### config.mk
export PLATFORM = sky130hd
export DESIGN_NAME = sfs_supervisor
export DESIGN_NICKNAME = d
export VERILOG_FILES = /design/src/sfs_pkg.sv /design/src/sfs_sync.sv /design/src/sfs_supervisor.sv
export SDC_FILE = /design/constraint.sdc
export NUM_CORES = 1
export LEC_CHECK = 0
export BUFFER_PORTS_ARGS = -buffer_cell sky130_fd_sc_hd__buf_2
export CAP_MARGIN = 40
export CORE_AREA = 2 2 88 90
export DETAILED_ROUTE_END_ITERATION = 10
export DIE_AREA = 0 0 90 92
export HOLD_SLACK_MARGIN = 0.05
export PLACE_DENSITY = 0.73
export SYNTH_ARGS = -nofsm -noshare
export SYNTH_HDL_FRONTEND = slang
export SYNTH_SLANG_ARGS = --single-unit
### constraint.sdc
create_clock -name I_CLK -period 2.28 [get_ports I_CLK]
set_clock_uncertainty 0.2 [all_clocks]
set_input_delay 0.456 -clock I_CLK [delete_from_list [all_inputs] [get_ports I_CLK]]
set_output_delay 0.456 -clock I_CLK [all_outputs]
set_load 0.03 [all_outputs]
### src/sfs_pkg.sv
// Constants shared by the system fault supervisor files
// Assumes a 100 MHz internal clock
package sfs_pkg;
   // ***********************************************************
   // Register offsets (plain register port, 8-bit addresses)
   // ***********************************************************
   localparam logic [7:0] ADDR_CTRL   = 8'h00;
   localparam logic [7:0] ADDR_STATUS = 8'h01;
   localparam logic [7:0] ADDR_INTERRUPT_SOURCE_REG = 8'h02;
   localparam logic [7:0] ADDR_INTMSK = 8'h03;
   localparam logic [7:0] ADDR_MRDB   = 8'h04;

   // ***********************************************************
   // Field positions and reset values
   // ***********************************************************
   localparam int          CTRL_EN_BIT   = 0;
   localparam int          CTRL_THR_LSB  = 1;
   localparam int          THR_W         = 3;
   localparam int          CTRL_HYS_LSB  = 4;
   localparam int          HYS_W         = 2;
   localparam logic [7:0]  CTRL_RESET    = 8'h01;
   localparam logic [7:0]  INTMSK_RESET  = 8'h00;
   localparam int          NUM_EVT       = 4;
   localparam int          EVT_LOW_SYS_EVENT    = 0;
   localparam int          EVT_WARN120   = 1;
   localparam int          EVT_WARN140   = 2;
   localparam int          EVT_THERMSD   = 3;

   // ***********************************************************
   // Manual reset debounce, seconds
   // ***********************************************************
   localparam logic [3:0]  MR_SEC_DEFAULT = 4'h7;
   localparam logic [3:0]  MR_SEC_MIN     = 4'h3;
   localparam logic [3:0]  MR_SEC_MAX     = 4'hA;
   localparam int          CLK_HZ         = 100_000_000;
   localparam int          SEC_MS         = 1000;

   // Supervisor states
   typedef enum logic [1:0]
   {
      ST_RUN  = 2'b00,
      ST_SHDN = 2'b01,
      ST_OTL  = 2'b10
   } sfs_state_type;
endpackage : sfs_pkg

### src/sfs_sync.sv
// Two-flop synchroniser bank for comparator and pin inputs
// Assumes inputs asynchronous to I_CLK
`timescale 1ns/1ps
`default_nettype none
module sfs_sync
#(
   parameter int W = 8
)
(
   input  wire logic         clk,
   input  wire logic         rst_n,
   input  wire logic [W-1:0] d,
   input  wire logic [W-1:0] rst_val,
   output var  logic [W-1:0] q
);
   logic [W-1:0] meta;

   // Two stages; first stage read only by the second
   always_ff @(posedge clk)
   begin
      if (!rst_n)
      begin
         meta <= rst_val; // Safe levels while held in reset
         q    <= rst_val;
      end
      else
      begin
         meta <= d;
         q    <= meta;
      end
   end
endmodule : sfs_sync
`default_nettype wire

### src/sfs_supervisor.sv
// System fault supervisor: shutdown, reset bus, warning interrupts
// Assumes analog comparators deliver levels; register port is plain
// Operation
// Undervoltage comparator active forces global shutdown
// Overvoltage comparator trip forces global shutdown
// Supply below low threshold raises low-system event, no shutdown
// Low detection enabled after reset, disabled by clearing enable bit
// Threshold field drives comparator reference selection
// Hysteresis field selects recovery level of low state
// Above 165 C record thermal event and enter shutdown
// Separate warning events at 120 C and 140 C
// Shutdown released after 15 C cooling, logic supply re-enabled
// Overtemperature stays latched to 150 C; release needs turn-on
// Charger thermal overload switches off only the charger
// Reset bus spares the fuel gauge, which keeps running
// Faults or manual reset drive reset bus, registers to default; the code keeps the interrupt source bits through it
// Manual reset held low for 7 s asserts reset bus
// Debounce programmable 3 s to 10 s in 1 s steps
// Interrupt output releases as read of last active source starts
// Masked events keep status but do not drive the interrupt
// All async inputs pass a two-flop synchroniser; I_TURN_ON reaches the state machine unsynchronised
`timescale 1ns/1ps
`default_nettype none
module sfs_supervisor
   import sfs_pkg::*;
#(
   parameter int TICK_CYC = CLK_HZ / SEC_MS * SEC_MS
)
(
   input  wire logic       I_CLK,
   input  wire logic       I_RST_N,
   input  wire logic       I_SYS_UV,
   input  wire logic       I_SYS_OV,
   input  wire logic       I_SYS_LOW,
   input  wire logic       I_T120,
   input  wire logic       I_T140,
   input  wire logic       I_T150,
   input  wire logic       I_T165,
   input  wire logic       I_CHG_THERM,
   input  wire logic       I_MR_N,
   input  wire logic       I_TURN_ON,
   input  wire logic [7:0] I_ADDR,
   input  wire logic [7:0] I_WDATA,
   input  wire logic       I_WR,
   input  wire logic       I_RD,
   output var  logic [7:0] O_RDATA,
   output var  logic       O_INT_N,
   output var  logic       O_SHUTDOWN,
   output var  logic       O_RESET_BUS,
   output var  logic       O_FG_KEEP,
   output var  logic       O_LOGIC_SUPPLY_EN,
   output var  logic       O_CHG_OFF,
   output var  logic       O_LOW_DET_EN,
   output var  logic [2:0] O_LOW_THR_SEL,
   output var  logic [1:0] O_LOW_HYS_SEL
);
   // Elaboration check on the tick length
   if (TICK_CYC < 1)
   begin : g_bad_tick
      $error("TICK_CYC must be at least one");
   end

   // ***********************************************************
   // Input synchronisers
   // ***********************************************************
   logic [9:0] raw_in;
   logic [9:0] syn;
   assign raw_in = {I_MR_N, I_CHG_THERM, I_T165, I_T150, I_T140,
                    I_T120, I_SYS_LOW, I_SYS_OV, I_SYS_UV, 1'b0};
   sfs_sync #(.W(10)) u_sync
   (
      .clk     (I_CLK),
      .rst_n   (I_RST_N),
      .d       (raw_in),
      .rst_val (10'h202), // Undervoltage asserted, pin idle high
      .q       (syn)
   );
   wire uv    = syn[1];
   wire ov    = syn[2];
   wire low   = syn[3];
   wire t120  = syn[4];
   wire t140  = syn[5];
   wire t150  = syn[6];
   wire t165  = syn[7];
   wire chgt  = syn[8];
   wire mr_n  = syn[9];

   // ***********************************************************
   // Registers
   // ***********************************************************
   logic [7:0]         ctrl;
   logic [3:0]         mr_sec;
   logic [NUM_EVT-1:0] isrc;
   logic [NUM_EVT-1:0] imask;
   logic               por;
   sfs_state_type      state;
   sfs_state_type      next_state;

   wire wr_ctrl = I_WR && (I_ADDR == ADDR_CTRL);
   wire wr_msk  = I_WR && (I_ADDR == ADDR_INTMSK);
   wire wr_mr   = I_WR && (I_ADDR == ADDR_MRDB);
   wire wr_src  = I_WR && (I_ADDR == ADDR_INTERRUPT_SOURCE_REG);
   wire rd_src  = I_RD && (I_ADDR == ADDR_INTERRUPT_SOURCE_REG);
   wire mr_ok   = (I_WDATA[3:0] >= MR_SEC_MIN) &&
                  (I_WDATA[3:0] <= MR_SEC_MAX);

   // Control fields drive comparator selects
   assign O_LOW_DET_EN  = ctrl[CTRL_EN_BIT];
   assign O_LOW_THR_SEL = ctrl[CTRL_THR_LSB +: THR_W];
   assign O_LOW_HYS_SEL = ctrl[CTRL_HYS_LSB +: HYS_W];

   // Configuration writes; por returns them to defaults
   always_ff @(posedge I_CLK)
   begin
      if (!I_RST_N || por)
      begin
         ctrl   <= CTRL_RESET;
         imask  <= INTMSK_RESET[NUM_EVT-1:0];
         mr_sec <= MR_SEC_DEFAULT;
      end
      else
      begin
         if (wr_ctrl)
            ctrl <= I_WDATA;
         if (wr_msk)
            imask <= I_WDATA[NUM_EVT-1:0];
         if (wr_mr && mr_ok)
            mr_sec <= I_WDATA[3:0];
      end
   end

   // ***********************************************************
   // Event edges; low state ends via hysteresis in comparator
   // ***********************************************************
   logic low_d, t120_d, t140_d, t165_d;
   wire low_q = low && ctrl[CTRL_EN_BIT];
   wire [NUM_EVT-1:0] evt = {t165 && !t165_d, t140 && !t140_d,
                             t120 && !t120_d,
                             low_q && !low_d};
   always_ff @(posedge I_CLK)
   begin
      if (!I_RST_N)
      begin
         low_d  <= 1'b0;
         t120_d <= 1'b0;
         t140_d <= 1'b0;
         t165_d <= 1'b0;
      end
      else
      begin
         low_d  <= low_q;
         t120_d <= t120;
         t140_d <= t140;
         t165_d <= t165;
      end
   end

   // Sticky source bits: set wins over clear; read of source clears
   wire [NUM_EVT-1:0] clr = rd_src ? {NUM_EVT{1'b1}} :
                            (wr_src ? I_WDATA[NUM_EVT-1:0] : '0);
   always_ff @(posedge I_CLK)
   begin
      if (!I_RST_N)
         isrc <= '0;
      else
         isrc <= (isrc & ~clr) | evt;
   end

   // Interrupt releases as soon as the read of the source starts
   assign O_INT_N = !(|(isrc & ~imask) && !rd_src);

   // ***********************************************************
   // Shutdown state machine
   // ***********************************************************
   always_comb
   begin
      case (state)
         ST_RUN:
            if (t165)
               next_state = ST_OTL;
            else if (uv || ov)
               next_state = ST_SHDN;
            else
               next_state = ST_RUN;
         ST_SHDN:
            if (t165)
               next_state = ST_OTL;
            else if (!uv && !ov)
               next_state = ST_RUN;
            else
               next_state = ST_SHDN;
         ST_OTL:
            // Comparator at 150 C gives the 15 C hysteresis
            if (!t150 && !t165 && I_TURN_ON)
               next_state = ST_RUN;
            else
               next_state = ST_OTL;
         default:
            next_state = ST_SHDN;
      endcase
   end

   always_ff @(posedge I_CLK)
   begin
      if (!I_RST_N)
         state <= ST_SHDN;
      else
         state <= next_state;
   end

   // ***********************************************************
   // Manual reset debounce: second tick and seconds counter
   // ***********************************************************
   localparam int TW = $clog2(TICK_CYC + 1);
   logic [TW-1:0] tick_cnt;
   logic [3:0]    sec_cnt;
   logic          mr_fire;
   wire tick = (tick_cnt == TW'(TICK_CYC - 1));
   always_ff @(posedge I_CLK)
   begin
      if (!I_RST_N || mr_n)
      begin
         tick_cnt <= '0;
         sec_cnt  <= '0;
         mr_fire  <= 1'b0;
      end
      else
      begin
         tick_cnt <= tick ? '0 : tick_cnt + 1'b1;
         if (tick && sec_cnt != mr_sec)
            sec_cnt <= sec_cnt + 4'h1;
         // Held while the pin stays low; por reloads mr_sec
         mr_fire <= mr_fire || (sec_cnt == mr_sec);
      end
   end

   // Reset bus and outputs
   wire thermal_sd = (state == ST_OTL);
   assign por = (state != ST_RUN) || mr_fire;
   always_ff @(posedge I_CLK)
   begin
      if (!I_RST_N)
      begin
         O_SHUTDOWN        <= 1'b1;
         O_RESET_BUS       <= 1'b1;
         O_LOGIC_SUPPLY_EN <= 1'b0;
         O_CHG_OFF         <= 1'b0;
      end
      else
      begin
         O_SHUTDOWN        <= (next_state != ST_RUN);
         O_RESET_BUS       <= por;
         O_LOGIC_SUPPLY_EN <= !thermal_sd;
         O_CHG_OFF         <= chgt;
      end
   end
   assign O_FG_KEEP = 1'b1;

   // Read data one cycle after the read strobe
   wire [7:0] rd_mux =
      (I_ADDR == ADDR_CTRL)   ? ctrl :
      (I_ADDR == ADDR_STATUS) ? {4'h0, low_q, t165, thermal_sd,
                                 state != ST_RUN} :
      (I_ADDR == ADDR_INTERRUPT_SOURCE_REG) ? {4'h0, isrc} :
      (I_ADDR == ADDR_INTMSK) ? {4'h0, imask} :
      (I_ADDR == ADDR_MRDB)   ? {4'h0, mr_sec} : 8'h00;
   always_ff @(posedge I_CLK)
   begin
      if (!I_RST_N)
         O_RDATA <= 8'h00;
      else
         O_RDATA <= I_RD ? rd_mux : 8'h00;
   end

   // ***********************************************************
   // Assertions
   // ***********************************************************
   shdn_uv_a: assert property (@(posedge I_CLK) disable iff (!I_RST_N)
      uv |=> O_SHUTDOWN) else $error("uv no shutdown");
   shdn_ov_a: assert property (@(posedge I_CLK) disable iff (!I_RST_N)
      ov |=> O_SHUTDOWN) else $error("ov no shutdown");
   low_evt_a: assert property (@(posedge I_CLK) disable iff (!I_RST_N)
      (low_q && !low_d && !por) |=> isrc[EVT_LOW_SYS_EVENT])
      else $error("low event lost");
   low_dis_a: assert property (@(posedge I_CLK) disable iff (!I_RST_N)
      !ctrl[CTRL_EN_BIT] |=> !low_d) else $error("low while off");
   therm_sd_a: assert property (@(posedge I_CLK) disable iff (!I_RST_N)
      t165 |=> thermal_sd)
      else $error("thermal not latched");
   therm_evt_a: assert property (@(posedge I_CLK) disable iff (!I_RST_N)
      (t165 && !t165_d) |=> isrc[EVT_THERMSD])
      else $error("thermal event lost");
   warn_evt_a: assert property (@(posedge I_CLK) disable iff (!I_RST_N)
      (t140 && !t140_d) |=> isrc[EVT_WARN140])
      else $error("warn140 lost");
   otl_hold_a: assert property (@(posedge I_CLK) disable iff (!I_RST_N)
      (thermal_sd && !I_TURN_ON) |=> thermal_sd)
      else $error("otl released");
   chg_only_a: assert property (@(posedge I_CLK) disable iff (!I_RST_N)
      (chgt && state == ST_RUN && !t165 && !uv && !ov) |=> !thermal_sd)
      else $error("charger caused sd");
   int_rel_a: assert property (@(posedge I_CLK) disable iff (!I_RST_N)
      rd_src |-> O_INT_N) else $error("int not released");
   mask_a: assert property (@(posedge I_CLK) disable iff (!I_RST_N)
      ((isrc & ~imask) == '0) |-> O_INT_N) else $error("masked int");
   mr_bus_a: assert property (@(posedge I_CLK) disable iff (!I_RST_N)
      mr_fire |=> O_RESET_BUS) else $error("mr no reset");

   cov_mr: cover property (@(posedge I_CLK) mr_fire);
   cov_otl: cover property (@(posedge I_CLK) thermal_sd ##1 !thermal_sd);
   cov_int: cover property (@(posedge I_CLK) !O_INT_N ##1 rd_src);
endmodule : sfs_supervisor
`default_nettype wire

==> out/metrics.yaml <==
outcome:
  outcome: "finished with violations"
  violations: "setup timing"
clock_network:
  insertion_delay_ns: 0.35
  cts_buffer_depth: 2
  cts_sinks: 88
  ctsHtreeMaxLevel: 3
  clockRootBuffer: "clkbuf_8"
  cts_setup_buffers: 0
  clkTransAtPathRegs_ns: 0.08
  cts.hold.buffers_added: 0
  cts_buffers: 9
  cts_tree: "built"
sta:
  fin_crit_sh_pct: 107
  max_freq_mhz: 411
  setup_ws_ns: -0.156
  min_period_ns: 2.44
  rsz0062_at_grt: "true"
  tightestPinTransition_ns: 0.628
  hold_viol_final: 0
  tns_ns: -0.156
  setup_viol: 1
  slew_headroom_pct: 57.7
  maxSlewViolCount: 0
cells_and_area:
  area_growth_pct: 18.4
  insertedDiodeCount: 0
  drive_above_1_share_pct: 20.9
  num-nets-final: 496
  nFillCells: 674
placed_design:
  dp_slack_ns: -0.282
  gp_congestion: 0.868
  hpwlAfterDp_um: 5440
  port_buffers: 48
setup_path:
  path_max_fanout: 2
  r2r_start: "tick_cnt[0]$_SDFF_PP0_"
  startpoint: "I_ADDR[5]"
  crit_path_start_kind: "primary input"
  cp-end-kind: "output pin"
  critical_path_class: "in2out"
  crit_arrival_ns: 1.78
  cp.required_ns: 1.62
synthesis:
  synthArstFlopShare_pct: 0
  synth_top_area_share_pct: 48.4
  syn-cell-area_um2: 3640
  synth_most_common_cell: "dfxtp_1"
  synth_edf_count: 0
  syn_area_per_cell_um2: 9.08
  ys_seq_area_share_pct: 48.4
  synth_cell_types: 48
  syn_inst: 401
  synth_commonest_cells: "dfxtp_1 (88), nor2_1 (35), nand2_1 (32)"
  ys_seq_elements: 88
  synth_area_leader_cell: "dfxtp_1"
  yosysWarnings: 0
  synth_area_leaders: "dfxtp_1 (48%), and2_1 (4.1%), a21oi_1 (3.8%), nor2_1 (3.6%), xor2_1 (3.6%)"
  syn_nets: 433
  synth_flop_cell: "dfxtp_1"
worst_hold_path:
  hold_path.class: "in2reg"
  holdCritStartpoint: "I_SYS_UV"
route:
  drtIter0Drc: 100
  drt_wl_total_um: 7470
  drtPass1Iterations: 4
  antenna_left: 0
  wl_per_cell_um: 13.1
  drc: 0
  viasPerCell: 5.23
  vias: 2985
global_route:
  grt_max_degree: 16
  grt_usage_pct: 19.0
  antenna_found_initial: 0
  grt_pass1_vias: 2847
  grt-ovfl-total: 0
  grt_pass1_wl_um: 12700
die:
  num_rows: 32
  fp.dieH_um: 92
  start_util_pct: 48.9
  die-area_um2: 8280
  core_area_um2: 7450
  ios: 50
  die_w_um: 90
pwr:
  p_per_area_nw_per_um2: 647
  peakVddDrop_mv: 0.468
  power.leakage_nw: 1.64
run:
  drv_cap: 0
## cell usage in the layout, fill, tap and decap left out, drive strengths merged, types with 8 or more instances in the layout
master | synthesis | routed
a21oi | 28 | 28
and2 | 24 | 24
and3 | 9 | 9
buf | 9 | 71
clkbuf | 10 | 11
dfxtp | 88 | 88
inv | 8 | 8
mux2i | 10 | 10
nand2 | 32 | 32
nand2b | 15 | 15
nand3 | 21 | 21
nor2 | 35 | 35
nor3 | 9 | 9
o21ai | 19 | 19
xor2 | 15 | 15
## final timing paths
kind                                    end  cells after the start  slack [ns]
hold / removal    u_sync.meta[1]$_SDFF_PN1_                      2        0.08
setup reg to reg    tick_cnt[24]$_SDFF_PP0_                      6        0.26
setup / recovery                    O_INT_N                      5       -0.16
hold reg to reg      u_sync.q[9]$_SDFF_PN1_                      1        0.20
## logic make-up after synthesis
kind of cell             Yosys count  synth area share [%]
multiplexers                      10                  2.75
flip-flops                        88                  48.4
XOR/XNOR                          21                  5.05
adder cells (fa/ha/maj)            2                 0.687
AND/OR/NAND/NOR                  178                  27.2
AO/OA/AOI/OAI                     74                  12.3
buffers and inverters             27                  3.51
other                              1                 0.103
## worst max-delay path: stages
cell,delay (ns)
buf_6,0.09
or4_4,0.52
or4_4,0.45
o22ai_4,0.11
buf_6,0.15
## cell type report
cell class	count	area, µm²	area share, %
multi-input combinational	286	1770	41.0
timing repair buffer	71	425	9.87
clock inverter	5	56.3	1.31
clock buffer	11	141	3.28
inverter	8	30.0	0.696
tap	102	128	2.96
sequential	88	1760	40.9
## per-layer routing
layer	global-route usage, %	part of all wire (%)
met1	23.8	46
met2	30.8	48
met3	4.44	4.7
met4	9.23	1.2
met5	0	0
## state kept, by name (all words and copies together), names as in the netlist
name,cells
O_RESET_BUS,1
state,2
t165_d,1
u_sync.q,9
O_CHG_OFF,1
O_LOGIC_SUPPLY_EN,1
mr_fire,1
isrc,4
t120_d,1
low_d,1
O_SHUTDOWN,1
tick_cnt,27
u_sync.meta,9
imask,4
O_RDATA,8
t140_d,1
ctrl,8
mr_sec,4
sec_cnt,4
## timing repair
item | in CTS | in global routing
endpoints found under the setup margin | 1 | 3
gates resized for setup | 3 | 1
pin swaps | 1 | 0
## per-stage QoR
| stage | utilization (%) | total power [W] | std cells | area, µm² | hold slack [ns] |
|---|---|---|---|---|---|
| 3_3_place_gp | 55.0 | 0.00176 | 555 | 4100 | 0.189 |
| 6_report | 57.9 | 0.00279 | 571 | 4310 | 0.0805 |
| 5_1_grt | 57.9 | 0.00290 | 571 | 4310 | 0.0778 |
| 3_5_place_dp | 55.0 | 0.00177 | 555 | 4100 | 0.192 |
| 2_1_floorplan | - | 0.00170 | 401 | 3650 | 0.186 |
| 4_1_cts | 57.8 | 0.00282 | 571 | 4310 | 0.0691 |
## power by group
part / switching, W / total (W) / internal [W] / leakage (nW)
clock: 0.000520 / 0.00105 / 0.000534 / 0.0993
sequential: 0.0000119 / 0.00157 / 0.00156 / 0.715
combinational: 0.0000897 / 0.000162 / 0.0000721 / 0.825
total: 0.000621 / 0.00279 / 0.00217 / 1.64
Note: power is estimated with default switching activity, not from simulation.
